## src/hw/jlss_cfg.svh

```systemverilog
// constants of the lane sync status register bank
// assumes one register clock and a byte-wide register port
//
// Contract
// - per lane, symbol lock bit at its lane position, 1 locked, 0 lost
// - frame lock register, one bit per lane 7..0, 1 locked, 0 lost
// - checksum register, one bit per lane, 1 checksum matches, 0 mismatch
// - all lane status shows the link chosen by the link page field
// - eight lanes, lane 7 in the msb, lane 0 in the lsb
`ifndef JLSS_CFG_SVH
`define JLSS_CFG_SVH

`define JLSS_ADDR_LINK_PAGE 12'h300
`define JLSS_ADDR_SYMBOL_LOCK 12'h470
`define JLSS_ADDR_FRAME_LOCK 12'h471
`define JLSS_ADDR_CHECKSUM_OK 12'h472
`define JLSS_ADDR_IRQ_STATUS 12'h4F0
`define JLSS_ADDR_IRQ_MASK 12'h4F1

`define JLSS_PAGE_LSB 0
`define JLSS_PAGE_WIDTH 3
`define JLSS_RESET_VALUE 8'h00

`define JLSS_EVT_SYMBOL_LOST 0
`define JLSS_EVT_FRAME_LOST 1
`define JLSS_EVT_CHECKSUM_BAD 2
`define JLSS_EVT_COUNT 3

`endif

```

## src/hw/jlss_pkg.sv

```systemverilog
// types shared by the lane sync status register bank
// assumes nothing beyond the constants header
package jlss_pkg;

  typedef struct packed
  {
    logic [7:0] symbol_lock;
    logic [7:0] frame_lock;
    logic [7:0] checksum_ok;
  } jlss_lane_s;

  typedef struct packed
  {
    logic [11:0] addr;
    logic [7:0] wdata;
    logic wr;
    logic rd;
  } jlss_bus_s;

endpackage

```

## src/hw/jlss_sync2.sv

```systemverilog
// two-flop synchroniser for a vector of levels
// assumes the levels change slowly against clk_in
`timescale 1ns/1ps
module jlss_sync2
#(
  parameter int WIDTH = 8
)
(
  input wire logic clk_in,
  input wire logic resetn_in,
  input wire logic [WIDTH-1:0] async_in,
  output logic [WIDTH-1:0] sync_out
);
  logic [WIDTH-1:0] meta_ff;

  always_ff @(posedge clk_in)
  begin
    if (!resetn_in)
    begin
      meta_ff <= '0;
      sync_out <= '0;
    end
    else
    begin
      meta_ff <= async_in;
      sync_out <= meta_ff;
    end
  end
endmodule // jlss_sync2

```

## src/hw/jlss_lane_sync_status_regs.sv

```systemverilog
// paged read-only lane sync status registers with loss interrupt
// assumes lane status levels come from the receive link logic, asynchronous
`timescale 1ns/1ps
`include "jlss_cfg.svh"
module jlss_lane_sync_status_regs
#(
  parameter int NUM_LINKS = 2
)
(
  input wire logic clk_in,
  input wire logic resetn_in,
  input wire jlss_pkg::jlss_bus_s bus_in,
  input wire jlss_pkg::jlss_lane_s [NUM_LINKS-1:0] link_status_in,
  output logic [7:0] rdata_out,
  output logic irq_out
);
  import jlss_pkg::*;

  localparam int SW = $bits(jlss_lane_s);

  jlss_lane_s [NUM_LINKS-1:0] status_sync;
  jlss_lane_s [NUM_LINKS-1:0] status_prev_ff;
  logic [`JLSS_PAGE_WIDTH-1:0] page_ff;
  logic [`JLSS_EVT_COUNT-1:0] irq_status_ff;
  logic [`JLSS_EVT_COUNT-1:0] irq_mask_ff;
  logic [7:0] rdata_ff;
  logic irq_ff;

  // status is never stored writable: it is the synchronised live level
  jlss_sync2 #(.WIDTH(NUM_LINKS * SW)) u_sync
  (
    .clk_in(clk_in),
    .resetn_in(resetn_in),
    .async_in(link_status_in),
    .sync_out(status_sync)
  );

  // page beyond the last link shows zeros rather than aliasing
  wire page_valid = 32'(page_ff) < NUM_LINKS;
  jlss_lane_s shown;
  assign shown = page_valid ? status_sync[page_ff] : '0;

  wire sel_page = bus_in.addr == `JLSS_ADDR_LINK_PAGE;
  wire sel_sym = bus_in.addr == `JLSS_ADDR_SYMBOL_LOCK;
  wire sel_frame = bus_in.addr == `JLSS_ADDR_FRAME_LOCK;
  wire sel_cks = bus_in.addr == `JLSS_ADDR_CHECKSUM_OK;
  wire sel_ista = bus_in.addr == `JLSS_ADDR_IRQ_STATUS;
  wire sel_imask = bus_in.addr == `JLSS_ADDR_IRQ_MASK;

  // loss events across every link, not only the shown page
  wire [NUM_LINKS-1:0] sym_lost;
  wire [NUM_LINKS-1:0] frame_lost;
  wire [NUM_LINKS-1:0] cks_lost;
  wire [`JLSS_EVT_COUNT-1:0] evt;

  for (genvar l = 0; l < NUM_LINKS; l++)
  begin : g_loss
    assign sym_lost[l] = |(status_prev_ff[l].symbol_lock & ~status_sync[l].symbol_lock);
    assign frame_lost[l] = |(status_prev_ff[l].frame_lock & ~status_sync[l].frame_lock);
    assign cks_lost[l] = |(status_prev_ff[l].checksum_ok & ~status_sync[l].checksum_ok);
  end

  assign evt[`JLSS_EVT_SYMBOL_LOST] = |sym_lost;
  assign evt[`JLSS_EVT_FRAME_LOST] = |frame_lost;
  assign evt[`JLSS_EVT_CHECKSUM_BAD] = |cks_lost;

  wire [`JLSS_EVT_COUNT-1:0] w1c = (bus_in.wr && sel_ista) ? bus_in.wdata[`JLSS_EVT_COUNT-1:0] : '0;
  // set wins over a clear in the same cycle
  wire [`JLSS_EVT_COUNT-1:0] nxt_irq_status = (irq_status_ff & ~w1c) | evt;
  wire nxt_irq = |(nxt_irq_status & irq_mask_ff);

  wire [7:0] nxt_rdata =
    sel_sym ? shown.symbol_lock :
    sel_frame ? shown.frame_lock :
    sel_cks ? shown.checksum_ok :
    sel_page ? 8'(page_ff) :
    sel_ista ? 8'(irq_status_ff) :
    sel_imask ? 8'(irq_mask_ff) : `JLSS_RESET_VALUE;

  always_ff @(posedge clk_in)
  begin
    if (!resetn_in)
    begin
      status_prev_ff <= '0;
      page_ff <= '0;
      irq_status_ff <= '0;
      irq_mask_ff <= '0;
      rdata_ff <= `JLSS_RESET_VALUE;
      irq_ff <= 1'b0;
    end
    else
    begin
      status_prev_ff <= status_sync;
      irq_status_ff <= nxt_irq_status;
      irq_ff <= nxt_irq;
      // page and mask accept writes, irq status clears on write-one; lane status addresses ignore them
      if (bus_in.wr && sel_page)
        page_ff <= bus_in.wdata[`JLSS_PAGE_LSB +: `JLSS_PAGE_WIDTH];
      if (bus_in.wr && sel_imask)
        irq_mask_ff <= bus_in.wdata[`JLSS_EVT_COUNT-1:0];
      rdata_ff <= bus_in.rd ? nxt_rdata : `JLSS_RESET_VALUE;
    end
  end

  assign rdata_out = rdata_ff;
  assign irq_out = irq_ff;

  property p_symbol_read;
    @(posedge clk_in) disable iff (!resetn_in)
    (bus_in.rd && bus_in.addr == `JLSS_ADDR_SYMBOL_LOCK) |=> rdata_out == $past(shown.symbol_lock);
  endproperty
  a_symbol_read: assert property (p_symbol_read) else $error("symbol lock read mismatch");

  property p_frame_read;
    @(posedge clk_in) disable iff (!resetn_in)
    (bus_in.rd && bus_in.addr == `JLSS_ADDR_FRAME_LOCK) |=> rdata_out == $past(shown.frame_lock);
  endproperty
  a_frame_read: assert property (p_frame_read) else $error("frame lock read mismatch");

  property p_checksum_read;
    @(posedge clk_in) disable iff (!resetn_in)
    (bus_in.rd && bus_in.addr == `JLSS_ADDR_CHECKSUM_OK) |=> rdata_out == $past(shown.checksum_ok);
  endproperty
  a_checksum_read: assert property (p_checksum_read) else $error("checksum read mismatch");

  property p_page_select;
    @(posedge clk_in) disable iff (!resetn_in)
    (bus_in.rd && bus_in.addr == `JLSS_ADDR_FRAME_LOCK && page_ff == 1 && NUM_LINKS > 1)
      |=> rdata_out == $past(status_sync[1].frame_lock);
  endproperty
  a_page_select: assert property (p_page_select) else $error("page 1 not shown");

  property p_lane7_msb;
    @(posedge clk_in) disable iff (!resetn_in)
    (bus_in.rd && bus_in.addr == `JLSS_ADDR_SYMBOL_LOCK && page_ff == 0)
      |=> rdata_out[7] == $past(status_sync[0].symbol_lock[7]) && rdata_out[0] == $past(status_sync[0].symbol_lock[0]);
  endproperty
  a_lane7_msb: assert property (p_lane7_msb) else $error("lane bit order wrong");

  property p_read_only;
    @(posedge clk_in) disable iff (!resetn_in)
    (bus_in.wr && bus_in.addr inside {`JLSS_ADDR_SYMBOL_LOCK, `JLSS_ADDR_FRAME_LOCK, `JLSS_ADDR_CHECKSUM_OK})
      |=> $stable(page_ff) && $stable(irq_mask_ff);
  endproperty
  a_read_only: assert property (p_read_only) else $error("status write changed state");

  property p_reset_clear;
    @(posedge clk_in)
    !resetn_in |=> rdata_out == 8'h00 && irq_out == 1'b0 && status_prev_ff == '0;
  endproperty
  a_reset_clear: assert property (p_reset_clear) else $error("reset did not clear");

  property p_page_write;
    @(posedge clk_in) disable iff (!resetn_in)
    (bus_in.wr && bus_in.addr == `JLSS_ADDR_LINK_PAGE)
      |=> page_ff == $past(bus_in.wdata[`JLSS_PAGE_LSB +: `JLSS_PAGE_WIDTH]);
  endproperty
  a_page_write: assert property (p_page_write) else $error("page write lost");

  property p_page_read;
    @(posedge clk_in) disable iff (!resetn_in)
    (bus_in.rd && bus_in.addr == `JLSS_ADDR_LINK_PAGE) |=> rdata_out == 8'($past(page_ff));
  endproperty
  a_page_read: assert property (p_page_read) else $error("page readback mismatch");

  property p_page_invalid;
    @(posedge clk_in) disable iff (!resetn_in)
    (bus_in.rd && bus_in.addr == `JLSS_ADDR_SYMBOL_LOCK && 32'(page_ff) >= NUM_LINKS)
      |=> rdata_out == `JLSS_RESET_VALUE;
  endproperty
  a_page_invalid: assert property (p_page_invalid) else $error("unused page not zero");

  property p_read_idle;
    @(posedge clk_in) disable iff (!resetn_in)
    !bus_in.rd |=> rdata_out == `JLSS_RESET_VALUE;
  endproperty
  a_read_idle: assert property (p_read_idle) else $error("read data outside read slot");

  property p_mask_write;
    @(posedge clk_in) disable iff (!resetn_in)
    (bus_in.wr && bus_in.addr == `JLSS_ADDR_IRQ_MASK)
      |=> irq_mask_ff == $past(bus_in.wdata[`JLSS_EVT_COUNT-1:0]);
  endproperty
  a_mask_write: assert property (p_mask_write) else $error("mask write lost");

  property p_mask_read;
    @(posedge clk_in) disable iff (!resetn_in)
    (bus_in.rd && bus_in.addr == `JLSS_ADDR_IRQ_MASK) |=> rdata_out == 8'($past(irq_mask_ff));
  endproperty
  a_mask_read: assert property (p_mask_read) else $error("mask readback mismatch");

  property p_irq_read;
    @(posedge clk_in) disable iff (!resetn_in)
    (bus_in.rd && bus_in.addr == `JLSS_ADDR_IRQ_STATUS) |=> rdata_out == 8'($past(irq_status_ff));
  endproperty
  a_irq_read: assert property (p_irq_read) else $error("irq status readback mismatch");

  property p_frame_lost;
    @(posedge clk_in) disable iff (!resetn_in)
    ((status_prev_ff[0].frame_lock & ~status_sync[0].frame_lock) != 8'h00)
      |=> irq_status_ff[`JLSS_EVT_FRAME_LOST];
  endproperty
  a_frame_lost: assert property (p_frame_lost) else $error("frame loss not flagged");

  property p_set_wins;
    @(posedge clk_in) disable iff (!resetn_in)
    (evt != '0) |=> (irq_status_ff & $past(evt)) == $past(evt);
  endproperty
  a_set_wins: assert property (p_set_wins) else $error("loss event dropped");

  property p_w1c_clear;
    @(posedge clk_in) disable iff (!resetn_in)
    (bus_in.wr && bus_in.addr == `JLSS_ADDR_IRQ_STATUS)
      |=> (irq_status_ff & $past(bus_in.wdata[`JLSS_EVT_COUNT-1:0]) & ~$past(evt)) == '0;
  endproperty
  a_w1c_clear: assert property (p_w1c_clear) else $error("irq status not cleared");

  property p_irq_level;
    @(posedge clk_in) disable iff (!resetn_in)
    $stable(irq_mask_ff) |-> irq_out == |(irq_status_ff & irq_mask_ff);
  endproperty
  a_irq_level: assert property (p_irq_level) else $error("irq level mismatch");

  property p_irq_needs_status;
    @(posedge clk_in) disable iff (!resetn_in)
    irq_out |-> irq_status_ff != '0;
  endproperty
  a_irq_needs_status: assert property (p_irq_needs_status) else $error("irq without status");
endmodule // jlss_lane_sync_status_regs

```

## config.mk

```make
export PLATFORM = sky130hd
export DESIGN_NAME = jlss_lane_sync_status_regs
export DESIGN_NICKNAME = d
export VERILOG_FILES = /design/src/hw/jlss_pkg.sv /design/src/hw/jlss_sync2.sv /design/src/hw/jlss_lane_sync_status_regs.sv
export VERILOG_INCLUDE_DIRS = /design/src /design/src/hw
export SDC_FILE = /design/constraint.sdc
export NUM_CORES = 1
export LEC_CHECK = 0
export BUFFER_PORTS_ARGS = -buffer_cell sky130_fd_sc_hd__buf_2
export CORE_MARGIN = 3
export CORE_UTILIZATION = 30
export DETAILED_ROUTE_END_ITERATION = 10
export GPL_TIMING_DRIVEN = 0
export HOLD_SLACK_MARGIN = 0.08
export PLACE_DENSITY = 0.55
export SETUP_SLACK_MARGIN = 0.15
export SLEW_MARGIN = 20
export SYNTH_ARGS = -nofsm -noshare
export SYNTH_HDL_FRONTEND = slang
export SYNTH_SLANG_ARGS = --single-unit
```

## constraint.sdc

```tcl
create_clock -name clk_in -period 2.35 [get_ports clk_in]
set_clock_uncertainty 0.15 [all_clocks]
set_input_delay 0.47 -clock clk_in [delete_from_list [all_inputs] [get_ports clk_in]]
set_output_delay 0.47 -clock clk_in [all_outputs]
set_load 0.02 [all_outputs]
```

== Word level (Yosys, flattened, before mapping) ==
Index checks and enable logic that the tools add are counted.
W data, S select, Z words.

* $lt $le $gt $ge: 2
* Equal/unequal tests: 6
* Mux-type cells: 10
* Bitwise operators: 16
* Reductions and logical operators: 8

{| class="wikitable"
|+ Operators with widths
! operator !! number
|-
| $mux W24 || 3
|-
| $eq A12 B11 Y1 const B || 5
|-
| $and A8 B8 Y8 || 6
|-
| $not A8 Y8 || 6
|-
| $reduce_or A16 Y1 || 3
|-
| $mux W8 || 3
|-
| $eq A12 B10 Y1 const B || 1
|-
| $mux W3 || 4
|-
| $and A3 B3 Y3 || 2
|-
| $lt A3 B2 Y1 const B || 2
|-
| $logic_and A1 B1 Y1 || 3
|-
| $not A3 Y3 || 1
|-
| $or A3 B3 Y3 || 1
|-
| $reduce_or A3 Y1 || 1
|-
| $reduce_and A2 Y1 || 1
|}

* Register bits after elaboration: 162
* Bits of input ports: 72
* Word-level logic and storage cells: 55

== Depth between registers and ports, before layout ==
* Depth after elaboration: 8
* Gate-level depth with buffers: 6
* Mapped depth without buffers: 5

== Cells and area by module ==
A second synthesis with hierarchy kept.

* Cell total of the unflattened synthesis: 508
* Area total of the unflattened synthesis: 5475.3 µm²

{| class="wikitable"
|+ Modules (own cells, without submodules)
! module !! times used !! cells each !! area an instance (µm²) !! seq. area each (µm²)
|-
| jlss_lane_sync_status_regs || 1 || 306 || 2871.5 || 1321.3
|-
| jlss_sync2 || 1 || 202 || 2603.7 || 1921.8
|}

== Worst setup path after synthesis ==
Ideal clock, no wire load.

* Kind: input-to-reg
* Start: in bus_in[13] (netlist bit)
* End: reg rdata_ff[2], in the netlist rdata_out[2]
* Library setup time: 79 ps
* Arrival: 1606 ps
* Required time: 2121 ps
* Path slack: 515 ps
* Stages: 5
* Buffers on the path: 0
* Cells stage by stage: or4b_1 or3_1 o22ai_1 nand2_1 o211ai_1

* Cells in the longest elaborated chain, start to end: 7
* Elaborated cells between the ends (all ways): 12
* Classes of those cells: 6 x eq/ne; 6 x mux

{| class="wikitable"
|+ RTL lines
! what !! RTL line !! source
|-
| start, declared || jlss_lane_sync_status_regs.sv:12 || <nowiki>input wire jlss_pkg::jlss_bus_s bus_in,</nowiki>
|-
| $eq A12 B11 Y1 (no source line) || n/a ||
|-
| $mux W3 (no source line) (3 in series) || n/a ||
|-
| $mux W8 (no source line) (2 in series) || n/a ||
|-
| $mux W8 (no source line) * || n/a ||
|-
| end signal, assigned || jlss_lane_sync_status_regs.sv:88 || <nowiki>rdata_ff <= `JLSS_RESET_VALUE;</nowiki>
|-
| end signal, assigned || jlss_lane_sync_status_regs.sv:101 || <nowiki>rdata_ff <= bus_in.rd ? nxt_rdata : `JLSS_RESET_VALUE;</nowiki>
|-
| end, declared || jlss_lane_sync_status_regs.sv:26 || <nowiki>logic [7:0] rdata_ff;</nowiki>
|}

Mark *: on every way between the ends. The rest lies on a longest branch, timed or not.
A chain may end at the register's enable or synchronous reset.

== Worst setup path after layout ==
* Start: reg page_ff[0]
* End: reg rdata_ff[6], in the netlist rdata_out[6]

* Cells in the longest elaborated chain, start to end: 6
* Elaborated cells between the ends (all ways): 7
* Classes of those cells: 1 x order compare; 6 x mux

{| class="wikitable"
|+ RTL lines
! what !! RTL line !! source
|-
| start, declared || jlss_lane_sync_status_regs.sv:23 || <nowiki>logic [`JLSS_PAGE_WIDTH-1:0] page_ff;</nowiki>
|-
| start signal, assigned || jlss_lane_sync_status_regs.sv:98 || <nowiki>page_ff <= bus_in.wdata[`JLSS_PAGE_LSB +: `JLSS_PAGE_WIDTH];</nowiki>
|-
| parallel branches: the longest is 2 deep, another holds $lt A3 B2 Y1 || n/a ||
|-
| $mux W24 * || jlss_lane_sync_status_regs.sv:41 || <nowiki>assign shown = page_valid ? status_sync[page_ff] : '0;</nowiki>
|-
| $mux W8 (no source line) (2 in series) || n/a ||
|-
| $mux W8 (no source line) * || n/a ||
|}

Mark *: on every way between the ends. The select of a mux whose other input is x is not followed.

==> results.json <==
{
  "vias": 3620,
  "antenna_found_initial": 0,
  "setup_viol": 0,
  "die_height_um": 140,
  "rsz0062_at_grt": "no",
  "nFillCells": 1723,
  "reg2reg_depth": 5,
  "synth.most_common_cell": "dfxtp_1",
  "r2r_slack_ns": 0.29,
  "max_freq_mhz": 486,
  "drt_iter0_drc": 166,
  "ant_nets": 0,
  "grt_usage_pct": 12.8,
  "ys_ff_latch": 162,
  "clock-root-buffer": "clkbuf_16",
  "rows": 48,
  "cap_violations": 0,
  "syn_avg_cell_area_um2": 10.7,
  "dpl.cell_count": 804,
  "synth_warnings": 0,
  "drc": 0,
  "powerDensity_nw_per_um2": 884,
  "synth.top_cell.area_share_pct": 60.1,
  "critPathCaptureType": "register",
  "worst_pin_slew_ns": 0.710,
  "grt_pass1_wl_um": 19300,
  "tritoncts": "yes",
  "hold_viol_final": 0,
  "grt_pass1_vias": 3718,
  "rr_startpoint": "page_ff[0]",
  "ys_types": 39,
  "die_w_um": 140,
  "diodes": 0,
  "synth_top_area_cell": "dfxtp_1",
  "worstHoldStart": "link_status_in[3]",
  "outcome": "finished, final reports clean",
  "worstReg2RegEnd": "rdata_out[6]",
  "synth_area_leaders": "dfxtp_1 (60%), and2_1 (17%), mux2_2 (2.9%)",
  "whs_path_depth": 2,
  "vias_per_cell": 4.29,
  "crit_type": "reg -> reg",
  "cts_num_sinks": 162,
  "post-dp-hpwl_um": 9150,
  "cp_max_fo": 10,
  "synth_nets": 578,
  "path_clk_slew_ns": 0.07,
  "cp_data_required_time_ns": 2.50,
  "syn_area_um2": 5400,
  "postCtsSetupBuffers": 0,
  "firstDrtPassIters": 6,
  "syn2layout_area_growth_pct": 24.8,
  "die_area_um2": 19600,
  "pin_count": 81,
  "ir_drop_v": 0.000519,
  "stdcell_count": 844,
  "slew_viol_final": 0,
  "synth_flop_cell": "dfxtp_1",
  "slew_headroom_pct": 52.2,
  "gr-total-overflow": 0,
  "netlist_instances": 506,
  "wl_um": 12000,
  "period_needed_ns": 2.06,
  "gp_congestion": 0.850,
  "worstHoldPathType": "in -> reg",
  "ys_async_sr_fraction_pct": 0,
  "initial_utilization_pct": 30.9,
  "final.period_utilization_pct": 87.6,
  "cts_max_path_buffers": 2,
  "post_drt_wl_per_cell_um": 14.2,
  "final_nets": 678,
  "crit_arrival_ns": 2.21,
  "core_area_um2": 17500,
  "grt_max_degree": 17,
  "p_leak_nw": 2.67,
  "synth_edf_count": 0,
  "io_buffers": 73,
  "synth_common_cells": "dfxtp_1 (162), and2_1 (145), nand2b_1 (25)",
  "layout-drive-gt1-share_pct": 20.5,
  "insertion_delay_ns": 0.42,
  "cts_buffers": 17,
  "tns_ns": 0,
  "start_kind": "register",
  "ys_seq_area_share_pct": 60.1,
  "htreeDepth": 4,
  "min_to": "u_sync.meta_ff[3]"
}
[per-stage QoR]
stage	setup slack (ns)	utilization, %	hold slack, ns	cell area [um^2]	total power [mW]
floorplan	0.515	-	0.262	5400	3.09
global placement	0.0645	34.6	0.265	6040	3.22
detailed placement	0.00798	34.6	0.270	6040	3.22
CTS	0.288	38.5	0.0821	6730	6.02
global route	0.158	38.5	0.0851	6730	6.17
finish	0.290	38.5	0.103	6730	5.95
[report_power, final]
group	total, mW	switching (mW)	internal [mW]
clock network	2.78	1.15	1.63
registers	2.90	0.0461	2.85
logic	0.266	0.129	0.138
total	5.95	1.33	4.62
[worst max path at each step]
stage	start	end	slack, ns
after global routing	page_ff[0]	rdata_out[6]	0.16
after detailed placement	bus_in[13]	rdata_out[0]	0.008
after floorplan	bus_in[13]	rdata_out[2]	0.51
after CTS	u_sync.sync_out[15]	irq_out	0.29
after global placement	bus_in[13]	rdata_out[1]	0.06
final	page_ff[0]	rdata_out[6]	0.29
[cell families after synthesis]
group	after synthesis	synth area share, %
mux	23	4.59
compound gates	50	6.52
simple gates	224	25.4
flops	162	60.1
buf+inv	47	3.34
[cell usage in the layout, fill, tap and decap left out, types with 2 or more instances in the layout]
cell type / netlist / layout
a22oi_1: 3 / 3
clkinv_4: 0 / 4
nand2b_1: 25 / 25
o221ai_1: 2 / 2
nor3b_2: 2 / 2
nand3_1: 8 / 8
mux2_2: 14 / 14
o21ai_0: 6 / 6
o2111ai_1: 8 / 8
nand2_1: 15 / 15
clkbuf_16: 0 / 17
nor2_1: 10 / 10
dfxtp_1: 162 / 162
bufinv_16: 0 / 2
clkbuf_1: 18 / 18
dlygate4sd3_1: 0 / 8
a21oi_1: 9 / 9
buf_2: 3 / 77
inv_6: 0 / 5
nor3_1: 5 / 5
inv_1: 24 / 24
nand4_1: 3 / 3
a222oi_1: 5 / 5
mux2i_1: 9 / 9
inv_8: 0 / 2
o22ai_1: 10 / 10
nor4_1: 2 / 2
and2_1: 145 / 145
[metal layers]
layer	global-route usage, %	share of wire, %
met5	0	0
met4	6.17	2.3
met3	3.35	4.8
met2	19.2	44
met1	17.1	49
[state kept, by name, indices dropped and copies added (netlist names)]
| name | count |
|---|---|
| u_sync.sync_out | 48 |
| rdata_out | 8 |
| page_ff | 3 |
| irq_mask_ff | 3 |
| irq_status_ff | 3 |
| u_sync.meta_ff | 48 |
| status_prev_ff | 48 |
| irq_out | 1 |
[layout make-up]
class / instances / area (um^2) / area share [%]
multi-input combinational: 297 / 1970 / 29.3
inverter: 24 / 90.1 / 1.34
tap: 225 / 282 / 4.18
buffer: 23 / 91.3 / 1.36
timing repair buffer: 81 / 445 / 6.62
clock buffer: 18 / 439 / 6.52
sequential: 162 / 3240 / 48.2
clock inverter: 14 / 169 / 2.51
[critical path, stage by stage, from the launching register on]
cell	delay, ns
dfxtp_1	0.31
buf_2	0.23
buf_1	0.53
o21ai_0	0.19
a222oi_1	0.40
nor2_1	0.11
[what timing repair did]
action | 4_1_cts | 5_1_grt
gates resized for setup | 1 | 0
hold buffers | 8 | 0
endpoints found under the hold margin | 8 | 0
endpoints found under the setup margin | 2 | 0
Note: power is estimated with default switching activity, not from simulation.
